File: src/common/sfis_pkg.sv
// Constants shared by the sample FIFO interrupt status block
package sfis_pkg;
	// ****************************************
	// Register map and widths
	// ****************************************
	localparam int unsigned SFIS_DATA_W = 16;
	localparam int unsigned SFIS_ADDR_W = 8;
	localparam int unsigned SFIS_COUNT_W = 8;
	localparam int unsigned SFIS_THRESH_W = 6;
	localparam logic [7:0] SFIS_STATUS_ADDR = 8'h00;
	localparam logic [7:0] SFIS_MASK_ADDR = 8'h01;
	// ****************************************
	// Field positions
	// ****************************************
	localparam int unsigned SFIS_COUNT_LSB = 8;
	localparam int unsigned SFIS_FLUSH_BIT = 15;
	localparam int unsigned SFIS_RSVD_HI_BIT = 7;
	localparam int unsigned SFIS_SLOT_B_BIT = 6;
	localparam int unsigned SFIS_SLOT_A_BIT = 5;
	localparam int unsigned SFIS_RSVD_LO_W = 5;
	localparam int unsigned SFIS_FIFO_MASK_BIT = 8;
	// ****************************************
	// Reset values
	// ****************************************
	localparam logic [15:0] SFIS_MASK_RST = 16'h01ff;
	localparam logic [15:0] SFIS_ZERO16 = 16'h0000;
	localparam logic [5:0] SFIS_RSVD_RST = 6'h00;
endpackage : sfis_pkg

File: src/hw/sfis_pin_drv.sv
// Interrupt pin driver with polarity and open-drain style
`timescale 1ns/1ps
module sfis_pin_drv
	import sfis_pkg::*;
(
	input wire logic core_clk,
	input wire logic nrst,
	input wire logic irq_level,
	input wire logic irq_pin_polarity,
	input wire logic irq_pin_drive_style,
	output logic irq_pin_o,
	output logic irq_pin_oe
);
	typedef struct packed {
		logic pin;
		logic oe;
	} sfis_pin_s;
	sfis_pin_s state_q;
	sfis_pin_s state_d;

	// Next pin level and enable
	always_comb
	begin
		state_d = state_q;
		state_d.pin = irq_level ^ irq_pin_polarity;
		state_d.oe = irq_pin_drive_style ? irq_level : 1'b1;
	end

	// Registered so the pin never glitches on a decode hazard
	always_ff @(posedge core_clk)
	begin
		if (!nrst)
			state_q <= '0;
		else
			state_q <= state_d;
	end

	assign irq_pin_o = state_q.pin;
	assign irq_pin_oe = state_q.oe;

	AST_PIN_POL: assert property (@(posedge core_clk) disable iff (!nrst)
		1'b1 |=> irq_pin_o == ($past(irq_level) ^ $past(irq_pin_polarity)))
		else $error("pin level does not follow polarity");
	AST_PIN_OD: assert property (@(posedge core_clk) disable iff (!nrst)
		(irq_pin_drive_style && !irq_level) |=> !irq_pin_oe)
		else $error("open drain pin driven while idle");
	AST_PIN_PP: assert property (@(posedge core_clk) disable iff (!nrst)
		(!irq_pin_drive_style) |=> irq_pin_oe)
		else $error("push pull pin not driven");
endmodule : sfis_pin_drv

File: src/hw/sfis_top.sv
// Sample FIFO status, slot event flags, masks and interrupt pin
// Contract
// - Status bits 15:8 read back the number of bytes waiting in the sample FIFO.
// - The byte count is compared with the word threshold doubled, one word being two bytes.
// - Writing one to status bit 15 flushes the FIFO so its byte count drops to zero.
// - A slot B sample event sets status bit 6, which holds until the host clears it.
// - A slot A sample event sets status bit 5, which holds until the host clears it.
// - Writing one to a slot flag clears it and writing zero leaves it alone.
// - Status bit 7 and bits 4:0 are write-one-to-clear as well.
// - The FIFO threshold event interrupts only while mask bit 8 is zero, which resets to one.
// - Mask bit 6 gates the slot B event, zero enabling it, reset one.
// - Mask bit 5 gates the slot A event, zero enabling it, reset one.
// - The FIFO interrupt drops by itself once the words no longer exceed the threshold.
// - The pin is active high with polarity zero and active low with polarity one.
// - With drive style one the pin is driven only while the interrupt is asserted.
`timescale 1ns/1ps
module sfis_top
	import sfis_pkg::*;
(
	input wire logic core_clk,
	input wire logic nrst,
	input wire logic [sfis_pkg::SFIS_ADDR_W-1:0] reg_addr,
	input wire logic reg_wr,
	input wire logic [sfis_pkg::SFIS_DATA_W-1:0] reg_wdata,
	input wire logic reg_rd,
	output logic [sfis_pkg::SFIS_DATA_W-1:0] reg_rdata,
	input wire logic [sfis_pkg::SFIS_COUNT_W-1:0] fifo_byte_count,
	output logic fifo_flush,
	input wire logic [sfis_pkg::SFIS_THRESH_W-1:0] fifo_word_threshold,
	input wire logic first_slot_event,
	input wire logic second_slot_event,
	input wire logic irq_pin_polarity,
	input wire logic irq_pin_drive_style,
	output logic irq_level,
	output logic irq_pin_o,
	output logic irq_pin_oe
);
	import sfis_pkg::*;

	// ****************************************
	// State
	// ****************************************
	typedef struct packed {
		logic second_slot_event_flag;
		logic first_slot_event_flag;
		logic [5:0] rsvd_flags;
		logic [15:0] event_mask;
		logic [15:0] rdata;
		logic flush;
	} sfis_state_s;
	sfis_state_s state_q;
	sfis_state_s state_d;

	// Address match, used by both read and write decode
	function automatic logic sfis_hit(input logic [7:0] addr, input logic [7:0] reg_off);
		sfis_hit = (addr == reg_off);
	endfunction : sfis_hit

	logic wr_status;
	logic wr_mask;
	logic fifo_over;
	logic [15:0] status_view;

	assign wr_status = reg_wr && sfis_hit(reg_addr, SFIS_STATUS_ADDR);
	assign wr_mask = reg_wr && sfis_hit(reg_addr, SFIS_MASK_ADDR);

	assign fifo_over = {1'b0, fifo_byte_count} > {2'b00, fifo_word_threshold, 1'b0};

	assign status_view = {fifo_byte_count, state_q.rsvd_flags[SFIS_RSVD_LO_W],
		state_q.second_slot_event_flag, state_q.first_slot_event_flag,
		state_q.rsvd_flags[SFIS_RSVD_LO_W-1:0]};

	// ****************************************
	// Next state
	// ****************************************
	always_comb
	begin
		state_d = state_q;
		state_d.flush = 1'b0;
		if (wr_status)
		begin
			state_d.flush = reg_wdata[SFIS_FLUSH_BIT];
			if (reg_wdata[SFIS_SLOT_B_BIT])
				state_d.second_slot_event_flag = 1'b0;
			if (reg_wdata[SFIS_SLOT_A_BIT])
				state_d.first_slot_event_flag = 1'b0;
			if (reg_wdata[SFIS_RSVD_HI_BIT])
				state_d.rsvd_flags[SFIS_RSVD_LO_W] = 1'b0;
			state_d.rsvd_flags[SFIS_RSVD_LO_W-1:0] = state_q.rsvd_flags[SFIS_RSVD_LO_W-1:0]
				& ~reg_wdata[SFIS_RSVD_LO_W-1:0];
		end
		if (second_slot_event)
			state_d.second_slot_event_flag = 1'b1;
		if (first_slot_event)
			state_d.first_slot_event_flag = 1'b1;
		// Mask stored whole; reserved bits are the host's to keep
		if (wr_mask)
			state_d.event_mask = reg_wdata;
		// Read data registered; unmapped addresses read zero
		if (reg_rd)
		begin
			if (sfis_hit(reg_addr, SFIS_STATUS_ADDR))
				state_d.rdata = status_view;
			else if (sfis_hit(reg_addr, SFIS_MASK_ADDR))
				state_d.rdata = state_q.event_mask;
			else
				state_d.rdata = SFIS_ZERO16;
		end
	end

	// ****************************************
	// Registers
	// ****************************************
	always_ff @(posedge core_clk)
	begin
		if (!nrst)
		begin
			state_q.second_slot_event_flag <= 1'b0;
			state_q.first_slot_event_flag <= 1'b0;
			state_q.rsvd_flags <= SFIS_RSVD_RST;
			state_q.event_mask <= SFIS_MASK_RST;
			state_q.rdata <= SFIS_ZERO16;
			state_q.flush <= 1'b0;
		end
		else
			state_q <= state_d;
	end

	// threshold term is a live level, so it drops without a clear
	assign irq_level = (fifo_over && !state_q.event_mask[SFIS_FIFO_MASK_BIT])
		|| (state_q.second_slot_event_flag && !state_q.event_mask[SFIS_SLOT_B_BIT])
		|| (state_q.first_slot_event_flag && !state_q.event_mask[SFIS_SLOT_A_BIT]);

	assign reg_rdata = state_q.rdata;
	assign fifo_flush = state_q.flush;

	// ****************************************
	// Pin driver
	// ****************************************
	sfis_pin_drv u_pin (
		.core_clk(core_clk),
		.nrst(nrst),
		.irq_level(irq_level),
		.irq_pin_polarity(irq_pin_polarity),
		.irq_pin_drive_style(irq_pin_drive_style),
		.irq_pin_o(irq_pin_o),
		.irq_pin_oe(irq_pin_oe)
	);

	// ****************************************
	// Checks
	// ****************************************
	AST_COUNT_READ: assert property (@(posedge core_clk) disable iff (!nrst)
		(reg_rd && reg_addr == SFIS_STATUS_ADDR) |=> reg_rdata[SFIS_DATA_W-1:SFIS_COUNT_LSB] == $past(fifo_byte_count))
		else $error("status read lost byte count");
	AST_FLUSH: assert property (@(posedge core_clk) disable iff (!nrst)
		(wr_status && reg_wdata[SFIS_FLUSH_BIT]) |=> fifo_flush ##1 !fifo_flush)
		else $error("flush strobe wrong");
	AST_SET_B: assert property (@(posedge core_clk) disable iff (!nrst)
		second_slot_event |=> state_q.second_slot_event_flag)
		else $error("slot B flag not set");
	AST_SET_A: assert property (@(posedge core_clk) disable iff (!nrst)
		first_slot_event |=> state_q.first_slot_event_flag)
		else $error("slot A flag not set");
	AST_W1C_A: assert property (@(posedge core_clk) disable iff (!nrst)
		(wr_status && reg_wdata[SFIS_SLOT_A_BIT] && !first_slot_event) |=> !state_q.first_slot_event_flag)
		else $error("slot A flag not cleared");
	AST_HOLD_B: assert property (@(posedge core_clk) disable iff (!nrst)
		(state_q.second_slot_event_flag && !(wr_status && reg_wdata[SFIS_SLOT_B_BIT]))
		|=> state_q.second_slot_event_flag)
		else $error("slot B flag lost");
	AST_RSVD: assert property (@(posedge core_clk) disable iff (!nrst)
		wr_status |=> state_q.rsvd_flags == SFIS_RSVD_RST)
		else $error("reserved status bits set");
	AST_FIFO_IRQ: assert property (@(posedge core_clk) disable iff (!nrst)
		(fifo_over && !state_q.event_mask[SFIS_FIFO_MASK_BIT]) |-> irq_level)
		else $error("threshold interrupt missing");
	AST_MASK_B: assert property (@(posedge core_clk) disable iff (!nrst)
		(state_q.second_slot_event_flag && !state_q.event_mask[SFIS_SLOT_B_BIT]) |-> irq_level)
		else $error("slot B interrupt missing");
	AST_MASK_A: assert property (@(posedge core_clk) disable iff (!nrst)
		(state_q.event_mask[SFIS_FIFO_MASK_BIT] && state_q.event_mask[SFIS_SLOT_B_BIT]
		&& state_q.event_mask[SFIS_SLOT_A_BIT]) |-> !irq_level)
		else $error("masked interrupt asserted");
	AST_SLOT_A_IRQ: assert property (@(posedge core_clk) disable iff (!nrst)
		(state_q.first_slot_event_flag && !state_q.event_mask[SFIS_SLOT_A_BIT]) |-> irq_level)
		else $error("slot A interrupt missing");
	AST_AUTO_DROP: assert property (@(posedge core_clk) disable iff (!nrst)
		(!fifo_over && !state_q.second_slot_event_flag && !state_q.first_slot_event_flag) |-> !irq_level)
		else $error("interrupt stuck without source");
	COV_FLUSH: cover property (@(posedge core_clk) disable iff (!nrst) fifo_flush);
	COV_SLOT_IRQ: cover property (@(posedge core_clk) disable iff (!nrst)
		first_slot_event ##1 irq_level ##1 wr_status);
	COV_FIFO_DROP: cover property (@(posedge core_clk) disable iff (!nrst) fifo_over ##1 !fifo_over);
endmodule : sfis_top

File: config.mk
export PLATFORM = sky130hd
export DESIGN_NAME = sfis_top
export DESIGN_NICKNAME = d
export VERILOG_FILES = /design/src/common/sfis_pkg.sv /design/src/hw/sfis_pin_drv.sv /design/src/hw/sfis_top.sv
export SDC_FILE = /design/constraint.sdc
export NUM_CORES = 1
export LEC_CHECK = 0
export BUFFER_PORTS_ARGS = -buffer_cell sky130_fd_sc_hd__buf_2
export CORE_ASPECT_RATIO = 0.7
export CORE_MARGIN = 10
export CORE_UTILIZATION = 45
export DETAILED_ROUTE_END_ITERATION = 6
export PLACE_DENSITY = 0.81
export SETUP_SLACK_MARGIN = 0.5
export SLEW_MARGIN = 20
export SYNTH_ARGS = -nofsm -noshare
export SYNTH_HDL_FRONTEND = slang
export SYNTH_SLANG_ARGS = --single-unit
export TNS_END_PERCENT = 50
File: constraint.sdc
create_clock -name core_clk -period 1.33 [get_ports core_clk]
set_input_delay 0.133 -clock core_clk [delete_from_list [all_inputs] [get_ports core_clk]]
set_output_delay 0.133 -clock core_clk [all_outputs]
set_load 0.03 [all_outputs]
== Word level (Yosys, flattened, before mapping) ==
Index checks and enable logic that the tools add are counted.
Cells by class
  reductions and logical operators: 18
  multiplexer cells: 8
  bitwise logic cells: 3
  equal/unequal tests: 1
  order comparisons: 1
Operators with widths (count)
  $mux W16: 2
  $eq A8 B1 Y1 const B: 1
  $gt A8 B7 Y1: 1
  $logic_not A8 Y1: 1
  $mux W8: 1
  $reduce_bool A2 Y1: 4
  $reduce_and A2 Y1: 3
  $and A5 B5 Y5: 1
  $logic_and A1 B1 Y1: 5
  $mux W1: 5
  $not A5 Y5: 1
  $logic_not A1 Y1: 3
  $logic_or A1 B1 Y1: 2
  $xor A1 B1 Y1: 1
Storage, ports and cells
  output and inout bits: 20
  input bits: 46
  flip-flop bits (word level): 42

== Depth between registers and ports, before layout ==
Gate-level depths: netlist of run 1.
  depth in word-level cells: 5
  mapped depth: 6

== Modules after synthesis ==
A second synthesis of run 1 with hierarchy kept.
Second synthesis, totals
  cells, all modules: 240
  area total of the unflattened synthesis: 2023.2 µm²
By module, submodules not included
  sfis_top: instances 1, area an instance 1956.9 µm², cells each 234, sequential area each 800.8 µm²
  sfis_pin_drv: instances 1, area an instance 66.3 µm², cells each 6, sequential area each 40.0 µm²

== Worst setup path after synthesis of run 1 ==
No wires, ideal clock.
  path type: input port to flip-flop
  start point: in fifo_word_threshold[2] (netlist bit)
  end point: reg u_pin.state_q (netlist bit u_pin.irq_pin_oe)
  buffers on the path: 0
  slack: -137 ps
  arrival: 1353 ps
  data required time: 1215 ps
  stages: 6
  setup time: 115 ps
  path through: inv_1 ha_1 a21oi_1 a21oi_1 o32a_1 o21a_1
On the way
  cells in the longest elaborated chain, start to end: 5
RTL lines
  start: declaration: RTL line sfis_top.sv:29  | input wire logic [sfis_pkg::SFIS_THRESH_W-1:0] fifo_word_threshold,
  $gt A8 B7 Y1: RTL line sfis_top.sv:67  | assign fifo_over = {1'b0, fifo_byte_count} > {2'b00, fifo_word_threshold, 1'b0};
  $logic_and A1 B1 Y1: RTL line sfis_top.sv:130  | assign irq_level = (fifo_over && !state_q.event_mask[SFIS_FIFO_MASK_BIT])
  $logic_or A1 B1 Y1: RTL line sfis_top.sv:131  | || (state_q.second_slot_event_flag && !state_q.event_mask[SFIS_SLOT_B_BIT])
  $logic_or A1 B1 Y1: RTL line sfis_top.sv:132  | || (state_q.first_slot_event_flag && !state_q.event_mask[SFIS_SLOT_A_BIT]);
  named net irq_level: RTL line sfis_top.sv:34  | output logic irq_level,
  $mux W1: RTL line sfis_pin_drv.sv:26  | state_d.oe = irq_pin_drive_style ? irq_level : 1'b1;
  end signal: assignment: RTL line sfis_pin_drv.sv:35  | state_q <= state_d;
  end: declaration: RTL line sfis_pin_drv.sv:18  | sfis_pin_s state_q;
The timed path passes the listed nets, and every way through them passes these cells.
A chain may end at the register's enable or synchronous reset.

== Worst setup path in the final report of run 1 ==
  start point: in fifo_word_threshold[2] (netlist bit)
  end point: out irq_level
On the way
  cells in the longest elaborated chain, start to end: 4
RTL lines (RTL line)
  $gt A8 B7 Y1: sfis_top.sv:67
  $logic_and A1 B1 Y1: sfis_top.sv:130
  $logic_or A1 B1 Y1: sfis_top.sv:131
  $logic_or A1 B1 Y1: sfis_top.sv:132
  end: declaration: sfis_top.sv:34
Every way passes these cells.

==> results of run 1 <==
[area by class of cell]
cell class,instances,share of cell area [%]
Tap cell,55,2.23
Clock inverter,1,0.972
Multi-Input combinational cell,123,39.5
Clock buffer,7,2.47
Timing Repair Buffer,83,22.6
Sequential cell,42,28.3
Inverter,27,3.93
[layout by cell type, fill, tap and decap left out, types with 2 or more instances in the layout]
cell type / n
buf_2: 42
mux2i_1: 27
buf_6: 25
dfxtp_2: 23
inv_1: 20
dfxtp_1: 18
nand2_1: 16
and2_1: 13
o22ai_2: 12
buf_4: 10
nor2b_1: 8
a21oi_2: 7
mux2i_2: 5
ha_4: 5
clkbuf_8: 5
inv_2: 4
o22ai_4: 4
buf_12: 4
and2_4: 3
nand4b_1: 2
nand3_4: 2
o21ai_0: 2
a31oi_1: 2
clkbuf_1: 2
[worst max-delay path by stage]
| stage | from | to | slack, ns | depth (start not counted) |
|---|---|---|---|---|
| 6_report | fifo_word_threshold[2] | irq_level | -0.06 | 7 |
| 5_1_grt | state_q[40] | irq_level | -0.1 | 4 |
| 4_1_cts | state_q[39] | irq_level | -0.10 | 4 |
| 3_5_place_dp | fifo_word_threshold[4] | irq_level | -0.15 | 7 |
| 3_3_place_gp | fifo_word_threshold[4] | irq_level | -0.13 | 7 |
| 2_1_floorplan | fifo_word_threshold[4] | u_pin.irq_pin_oe | 0.05 | 6 |
[state kept, by name, summed over array words and instances, names as in the netlist]
register and flops:
fifo_flush 1, reg_rdata 16, state_q 23, u_pin.irq_pin_o 1
u_pin.irq_pin_oe 1
[report_power, final]
group,internal (uW),total (uW),switching (uW)
Sequential,1260,1270,6.52
Clock,562,992,430
Combinational,163,338,175
[kinds of logic after synthesis]
group	synth area share (%)
AOI/OAI and AO/OA	10.1
adders and majority gates	3.69
buffers and inverters	13.3
DFF	41.3
muxes	15.7
and+or+nand+nor	15.9
[metrics by stage]
| step | hold WS [ns] | total power, uW | cell area, sq um | TNS, ns | cells |
|---|---|---|---|---|---|
| 5_1_grt | 0.00967 | 2710 | 3090 | -0.125 | 338 |
| 3_5_place_dp | 0.326 | 1590 | 2490 | -0.380 | 322 |
| 4_1_cts | 0.0148 | 2590 | 2940 | -0.103 | 337 |
| 3_3_place_gp | 0.321 | 1580 | 2490 | -0.293 | 322 |
| 2_1_floorplan | 0.220 | 1440 | 2150 | 0 | 218 |
| 6_report | 0.0114 | 2600 | 3090 | -0.0599 | 338 |
[per-layer routing]
| metal | vias up | routed length [microns] |
|---|---|---|
| met3 | 7 | 409 |
| met5 | - | 0 |
| met4 | 0 | 69 |
| met1 | 800 | 2490 |
| li1 | 848 | - |
| met2 | 41 | 2760 |
[what timing repair did]
action,in CTS,in global routing
endpoints found under the hold margin,0,0
pin swaps,32,12
gates resized for setup,87,30
endpoints found under the setup margin,62,62
cloned,2,0
setup buffers,5,1
==> flow_summary.toml, run 1 <==
[cts]
cts.path.max_buffers = 2
clkSlewWorstSetupHoldPaths_ns = 0.07
clock_insertion_delay_worst_skew_ns = 0.30
cts-buffers-inserted = 5
cts-root-buf = "clkbuf_8"
postCtsHoldBufs = 0
clock-sinks = 42
tritoncts = "yes"
htree_num_levels = 2

[worst_setup_path]
r2r-end = "u_pin.irq_pin_oe"
cp_max_fo = 3
critical_path.max_stage_delay_ns = 0.26
critPathArrivalTime_ns = 1.26
regToRegSetupSlack_ns = 0
crit_type = "in2out"
worst-r2r-cell-count = 6
crit_buf_inv = 3
setup.worst_path.end_class = "primary output"
timing.rr.start = "state_q[39]"
slowest_stage = "ha_4"
startpoint_type = "input pin"
crit_path_cell_trace = "buf_2, inv_6, ha_4, nand4b_1, o21ba_2, o32a_4, buf_6"
worst-endpoint-required_ns = 1.20
timing.critical_path.max_delay_family = "compound AO/OA/AOI/OAI gates"

[final_layout]
sequential_cell_area_sq_um = 873
filler_cell_count = 333
multi_input_area_sq_um = 1220
nets = 334
antenna_cells = 0
layout-drive-gt1-share_pct = 58.7
final_core_utilization_pct = 70.9
area_added_between_synthesis_and_finish_pct = 51.8

[timing]
setup_viol = 1
worst_slew_margin_rel_pct = 75.6
postLayoutSetupSlackWorst_ns = -0.0599
max_freq_mhz = 719
final-max-slew-violation-count = 0
grt_setup_unrepaired = "yes"
final.setup_skew_ns = 0.00699
report.final.hold_viol_count = 0
fin_crit_ns = 1.39
fin_crit_sh_pct = 105
worstMarginPinSlew_ns = 0.355

[synth]
avgSynthCellArea_sq_um = 9.33
netlist_top_cells_count = "42 x dfxtp_1, 32 x mux2i_1, 27 x inv_1, 17 x o22ai_1"
synth.yosys.warnings = 0
synth.top_cells.by_area = "dfxtp_1 41%, mux2i_1 16%, buf_4 5.9%, o22ai_1 5.2%, inv_1 5.0%"
ys_types = 29
synth-async-reset-ratio_pct = 0
synth-seq-cells = 42
number_of_flops_mapped_to_enable_cells_by_yosys = 0
post-synth-top-count-cell = "dfxtp_1"
synth_area_leader_cell = "dfxtp_1"
mappedNetlistArea_sq_um = 2030
syn_nets = 270
seq_area_frac_synth_pct = 41.3
share_of_yosys_cell_area_claimed_by_the_top_area_cell_type_pct = 41.3
synth-main-ff-cell = "dfxtp_1"
syn-instance-count = 218

[hold_path]
hold_path_cells = 2
hold_path.class = "in2reg"
worst_hold_path.endpoint = "state_q[34]"
hold_path.startpoint = "reg_wdata[1]"

[global_routing]
initial_antenna_violation_count = 0
most_crowded_layer_after_global_routing = "met2"
grt_overflow = 0
grt.met3_usage_pct = 5.34
grt_util_met1_pct = 17.8
grt_first_pass_wirelength_microns = 9140
use_met2_pct = 23.6
grt_max_degree = 44
number_of_global_route_vias_before_repair = 1871
total_track_usage_pct = 14.7

[routing]
ant_nets = 0
route.detailed.wl_per_inst_microns = 16.9
drt-pass1-iter-count = 4
first_iter_violations = 39
vias = 1696
finalWirelength_microns = 5720
drc = 0
route.detailed.vias_per_inst = 5.02

[floorplanning]
io-pin-count = 66
die_w_microns = 100
core_region_area_sq_um = 4350
dieArea_sq_um = 7650
floorplan.initialDensity_pct = 46.7
fp.dieH_microns = 76.3
fp-row-count = 20

[placement]
numPortBuffers = 65
finalWeightedCongestion = 0.807
detailedPlace.worstSlack_ns = -0.149
place_hpwl_microns = 3960

[power]
p_per_area_nw_per_um2 = 842
cellLeakagePower_uw = 0.00136
peakVddDrop_v = 0.000695

[run_status]
failed_checks = "setup timing"
status = "finished with violations"

[job]
drv.max_cap_violation_count = 0
Power figures use the tool's default switching activity.
==> run 2, diff against run 1 <==
--- a/config.mk
+++ b/config.mk
@@ -6,12 +6,10 @@
 export NUM_CORES = 1
 export LEC_CHECK = 0
 export BUFFER_PORTS_ARGS = -buffer_cell sky130_fd_sc_hd__buf_2
-export CORE_ASPECT_RATIO = 0.7
 export CORE_MARGIN = 10
 export CORE_UTILIZATION = 45
 export DETAILED_ROUTE_END_ITERATION = 6
 export PLACE_DENSITY = 0.81
-export SETUP_SLACK_MARGIN = 0.5
 export SLEW_MARGIN = 20
 export SYNTH_ARGS = -nofsm -noshare
 export SYNTH_HDL_FRONTEND = slang
==> run 2 against run 1 <==
The run still ends with setup timing left; flip-flop and latch count unchanged; register-to-register slack improved by 0.12 ns; first-iteration DRC count increased by 100%; utilization decreased by 11 points; via count decreased by 5.2%; worst setup slack improved by 0.0067 ns; worst hold slack improved by 0.0056 ns; final cell count decreased by 2.7%; clock skew decreased by 0.0042 ns; critical endpoint unchanged.
==> flow_summary.toml, run 2 (synthesis gave the netlist of run 1 again) <==
[run_status]
status = "finished with violations"
failed_checks = "setup timing"

[global_routing]
grt_overflow = 0
number_of_global_route_vias_before_repair = 1667
grt_max_degree = 24
grt_first_pass_wirelength_microns = 7700
total_track_usage_pct = 12.6
initial_antenna_violation_count = 0

[hold_path]
hold_path.class = "in2reg"

[worst_setup_path]
cp_max_fo = 2
critPathArrivalTime_ns = 1.25
critical_path.max_stage_delay_ns = 0.33
setup.worst_path.end_class = "primary output"
crit_type = "reg2out"
startpoint_type = "register"
slowest_stage = "dfxtp_2"
crit_path_cell_trace = "inv_2, o221ai_2, o32a_4, buf_6"
worst-endpoint-required_ns = 1.20

[cts]
clock_insertion_delay_worst_skew_ns = 0.29
htree_num_levels = 2
cts.path.max_buffers = 2
clock-sinks = 42
postCtsHoldBufs = 0
cts-root-buf = "clkbuf_8"
tritoncts = "yes"
clkSlewWorstSetupHoldPaths_ns = 0.08
cts-buffers-inserted = 5

[power]
power.share.combinational_pct = 11.0
sequentialPowerShare_pct = 49.3
switching_share_pct = 22.1
cellInternalPower_uw = 2010
peakVddDrop_v = 0.000637
power.clock.fraction_pct = 39.7
p_per_area_nw_per_um2 = 988
cellLeakagePower_uw = 0.00129
switching_power_uw = 570

[timing]
final-max-slew-violation-count = 0
worstMarginPinSlew_ns = 0.362
final.setup_skew_ns = 0.00280
fin_crit_sh_pct = 104
report.final.hold_viol_count = 0
postLayoutSetupSlackWorst_ns = -0.0532
grt_setup_unrepaired = "yes"
worst_slew_margin_rel_pct = 75.9
max_freq_mhz = 723
setup_viol = 1
fin_crit_ns = 1.38

[final_layout]
largest_register_ffs = 23
area_added_between_synthesis_and_finish_pct = 28.3
layout.cells.non_filler = 329
antenna_cells = 0
regMostFlops = "state_q"
sequential_cell_area_sq_um = 846
fin_area_sq_um = 2610
most-common-layout-cells = "63 x buf_2, 38 x dfxtp_1, 32 x mux2i_1"
filler_cell_count = 349
nets = 329
multi_input_area_sq_um = 1000
layout-drive-gt1-share_pct = 38.3
layout.cells.most_common = "buf_2"

[routing]
ant_nets = 0
drc = 0
first_iter_violations = 78
route.detailed.vias_per_inst = 4.88
route.detailed.wl_per_inst_microns = 14.8
vias = 1607
drt-pass1-iter-count = 4
finalWirelength_microns = 4880

[placement]
finalWeightedCongestion = 0.778
place_hpwl_microns = 3700
place_inst = 318
placed_standard_cell_area_sq_um = 2400
numPortBuffers = 65

[floorplanning]
dieArea_sq_um = 7610
io-pin-count = 66
core_region_area_sq_um = 4350
fp.dieH_microns = 87.2
fp-row-count = 24
floorplan.initialDensity_pct = 46.7
die_w_microns = 87.2

[job]
drv.max_cap_violation_count = 0
-- run 2: power groups by stage --
stage          Sequential [uW]  Combinational (uW)  Clock [uW]
2_1_floorplan             1310                 117           0
3_3_place_gp              1300                 246           0
3_5_place_dp              1300                 253           0
4_1_cts                   1270                 270        1040
5_1_grt                   1270                 310        1080
6_report                  1270                 283        1020
-- run 2: through the flow --
| step | utilization, % | setup slack (ns) | hold slack [ns] | total power, uW | TNS (ns) |
|---|---|---|---|---|---|
| global route | 59.9 | -0.0908 | 0.00765 | 2670 | -0.0908 |
| detailed placement | 55.1 | -0.171 | 0.325 | 1550 | -0.484 |
| CTS | 59.1 | -0.0942 | 0.0100 | 2580 | -0.0942 |
| finish | 59.9 | -0.0532 | 0.0169 | 2580 | -0.0532 |
| floorplan | - | 0.00294 | 0.220 | 1420 | 0 |
| global placement | 55.1 | -0.111 | 0.320 | 1540 | -0.208 |
-- run 2: worst max-delay path, delay by kind of cell (launching register included) --
family                 cells  cell delay, ns
AOI/OAI and AO/OA          2            0.42
buffers and inverters      2            0.20
DFF                        1            0.33
-- run 2: what timing repair did --
item	4_1_cts	5_1_grt
pin swaps	2	6
endpoints found under the setup margin	1	1
resized for setup	11	6
buffers inserted	4	0
-- run 2: worst paths after layout --
kind	from	to	slack, ns	depth (start not counted)
max	state_q[39]	irq_level	-0.05	4
min	reg_wdata[1]	state_q[34]	0.02	2
max reg2reg	state_q[39]	u_pin.irq_pin_oe	0.12	5
min reg2reg	state_q[33]	state_q[33]	0.43	2
-- run 2: layout make-up --
class                   instances  area share, %
multi-input cells             123           38.3
flip-flops and latches         42           32.4
repair buffers                 78           18.6
inverters                      27           3.88
clock buffers                   6           3.16
well taps                      52           2.49
clock inverters                 1           1.15
-- run 2: metal layers --
| layer | share of wire, % | wire length [microns] | GRT usage (%) | vias up |
|---|---|---|---|---|
| li1 | - | - | - | 828 |
| met5 | 0 | 0 | 0 | - |
| met2 | 49 | 2410 | 20.2 | 41 |
| met3 | 7.2 | 350 | 4.40 | 7 |
| met1 | 41 | 2020 | 14.7 | 731 |
| met4 | 1.9 | 94 | 5.65 | 0 |
==> run 3, diff against run 2 <==
--- a/config.mk
+++ b/config.mk
@@ -6,10 +6,13 @@
 export NUM_CORES = 1
 export LEC_CHECK = 0
 export BUFFER_PORTS_ARGS = -buffer_cell sky130_fd_sc_hd__buf_2
+export CELL_PAD_IN_SITES_DETAIL_PLACEMENT = 0
+export CELL_PAD_IN_SITES_GLOBAL_PLACEMENT = 1
 export CORE_MARGIN = 10
-export CORE_UTILIZATION = 45
+export CORE_UTILIZATION = 33
+export CTS_CLUSTER_DIAMETER = 40
 export DETAILED_ROUTE_END_ITERATION = 6
-export PLACE_DENSITY = 0.81
+export PLACE_DENSITY = 0.8
 export SLEW_MARGIN = 20
 export SYNTH_ARGS = -nofsm -noshare
 export SYNTH_HDL_FRONTEND = slang
==> run 3 against run 2 <==
The run still ends with setup timing left; via count shrank 0.56%; clock power is essentially flat; largest cell class unchanged; critical endpoint unchanged; flip-flop and latch count is the same; combinational power grew 3%; first-iteration DRC count shrank 35%; non-clock buffer count grew 1; die area grew 28%; worst setup slack lost 0.020 ns; global-route usage shrank 2.2 points; count of clock-buffer cells in the layout is the same; final cell count grew 7.3%; largest power group unchanged.
==> flow_summary.toml, run 3 (synthesis gave the netlist of run 1 again) <==
[routing]
drt-pass1-iter-count = 4
route.detailed.wl_per_inst_microns = 14.6
ant_nets = 0
finalWirelength_microns = 5160
first_iter_violations = 51
drc = 0
route.detailed.vias_per_inst = 4.53
vias = 1598

[final_layout]
nets = 330
most-common-layout-cells = "63 x buf_2, 38 x dfxtp_1, 32 x mux2i_1"
largest_register_ffs = 23
area_added_between_synthesis_and_finish_pct = 30.3
antenna_cells = 0
layout-drive-gt1-share_pct = 38.8
filler_cell_count = 604
layout.cells.most_common = "buf_2"
regMostFlops = "state_q"

[timing]
max_freq_mhz = 713
report.final.hold_viol_count = 0
setup_viol = 2
fin_setup_tns_ns = -0.0981
grt_setup_unrepaired = "yes"
final.setup_skew_ns = 0.00804
worst_slew_margin_rel_pct = 79.0
postLayoutSetupSlackWorst_ns = -0.0732
fin_crit_sh_pct = 106
fin_crit_ns = 1.40
worstMarginPinSlew_ns = 0.313
final-max-slew-violation-count = 0

[floorplanning]
floorplan.initialDensity_pct = 34.2
dieArea_sq_um = 9710
core_region_area_sq_um = 5960
fp.dieH_microns = 98.5
io-pin-count = 66
die_w_microns = 98.5
fp-row-count = 28

[power]
cellInternalPower_uw = 2010
peakVddDrop_v = 0.000560
switching_power_uw = 573
p_per_area_nw_per_um2 = 975
cellLeakagePower_uw = 0.00129
power.clock.fraction_pct = 39.5
power.share.combinational_pct = 11.3
switching_share_pct = 22.2
sequentialPowerShare_pct = 49.2

[worst_setup_path]
critPathArrivalTime_ns = 1.27
critical_path.max_stage_delay_ns = 0.27
crit_type = "in2out"
crit_path_cell_trace = "buf_2, ha_4, nand4b_1, o21ba_2, o32a_4, buf_6"
slowest_stage = "ha_4"
startpoint_type = "input pin"
setup.worst_path.end_class = "primary output"
cp_max_fo = 2
worst-endpoint-required_ns = 1.20

[placement]
detailedPlace.worstSlack_ns = -0.136
numPortBuffers = 65
place_hpwl_microns = 3960
finalWeightedCongestion = 0.746

[run_status]
failed_checks = "setup timing"
status = "finished with violations"

[cts]
cts-buffers-inserted = 5
clock_insertion_delay_worst_skew_ns = 0.29
cts.path.max_buffers = 2
clkSlewWorstSetupHoldPaths_ns = 0.07
clock-sinks = 42
cts-root-buf = "clkbuf_8"
tritoncts = "yes"
htree_num_levels = 2

[hold_path]
hold_path.class = "in2reg"

[global_routing]
grt_max_degree = 33
total_track_usage_pct = 10.4
number_of_global_route_vias_before_repair = 1647
initial_antenna_violation_count = 0
grt_overflow = 0
grt_first_pass_wirelength_microns = 8340

[job]
drv.max_cap_violation_count = 0
run 3: power by group through the flow:
stage | Clock (uW) | Sequential, uW | Combinational (uW)
floorplan | 0 | 1310 | 117
global placement | 0 | 1300 | 260
detailed placement | 0 | 1300 | 263
CTS | 1050 | 1270 | 270
global route | 1090 | 1270 | 324
finish | 1020 | 1270 | 291
run 3: cell type report:
type / instances / area (sq um) / area share (%)
tap: 75 / 93.8 / 3.54
timing repair buffer: 79 / 493 / 18.6
clock inverter: 1 / 30.0 / 1.13
sequential: 42 / 846 / 31.9
inverter: 27 / 101 / 3.82
multi-input combinational: 123 / 1000 / 37.9
clock buffer: 6 / 82.6 / 3.12
run 3: worst paths after layout:
| kind | from | to | slack [ns] | cells past startpoint |
|---|---|---|---|---|
| worst min register to register | state_q[36] | state_q[36] | 0.44 | 2 |
| worst min-delay path | reg_wdata[1] | state_q[34] | 0.02 | 2 |
| worst max register to register | state_q[22] | u_pin.irq_pin_oe | 0 | 5 |
| worst max-delay path | fifo_byte_count[5] | irq_level | -0.07 | 6 |
run 3: worst max-delay path: cells and delay by family:
kind | cells | cell delay (ns)
buf+inv | 2 | 0.26
simple gates | 1 | 0.13
fa+ha+maj | 1 | 0.27
compound gates | 2 | 0.46
run 3: what timing repair did:
item                                    4_1_cts  5_1_grt
hold buffers                                  0        0
endpoints found under the setup margin        1        1
gates resized for setup                       9       10
pin swaps                                     2        6
setup buffers                                 2        1
run 3: layer usage:
layer  up-vias  GRT usage (%)  routed length, microns
met2        37           16.5                    2500
met5         -              0                       0
met4         0           3.64                      52
li1        837              -                       -
met3         6           2.86                     227
met1       718           13.0                    2380
run 3: stage by stage:
stage          util (%)  cell area, sq um  std cells  hold slack, ns  total power (uW)
2_1_floorplan         -              2060        218           0.220              1420
3_3_place_gp       41.0              2440        343           0.322              1560
3_5_place_dp       41.0              2440        343           0.327              1560
4_1_cts            43.4              2590        352          0.0112              2590
5_1_grt            44.5              2650        353          0.0187              2690
6_report           44.5              2650        353          0.0215              2580
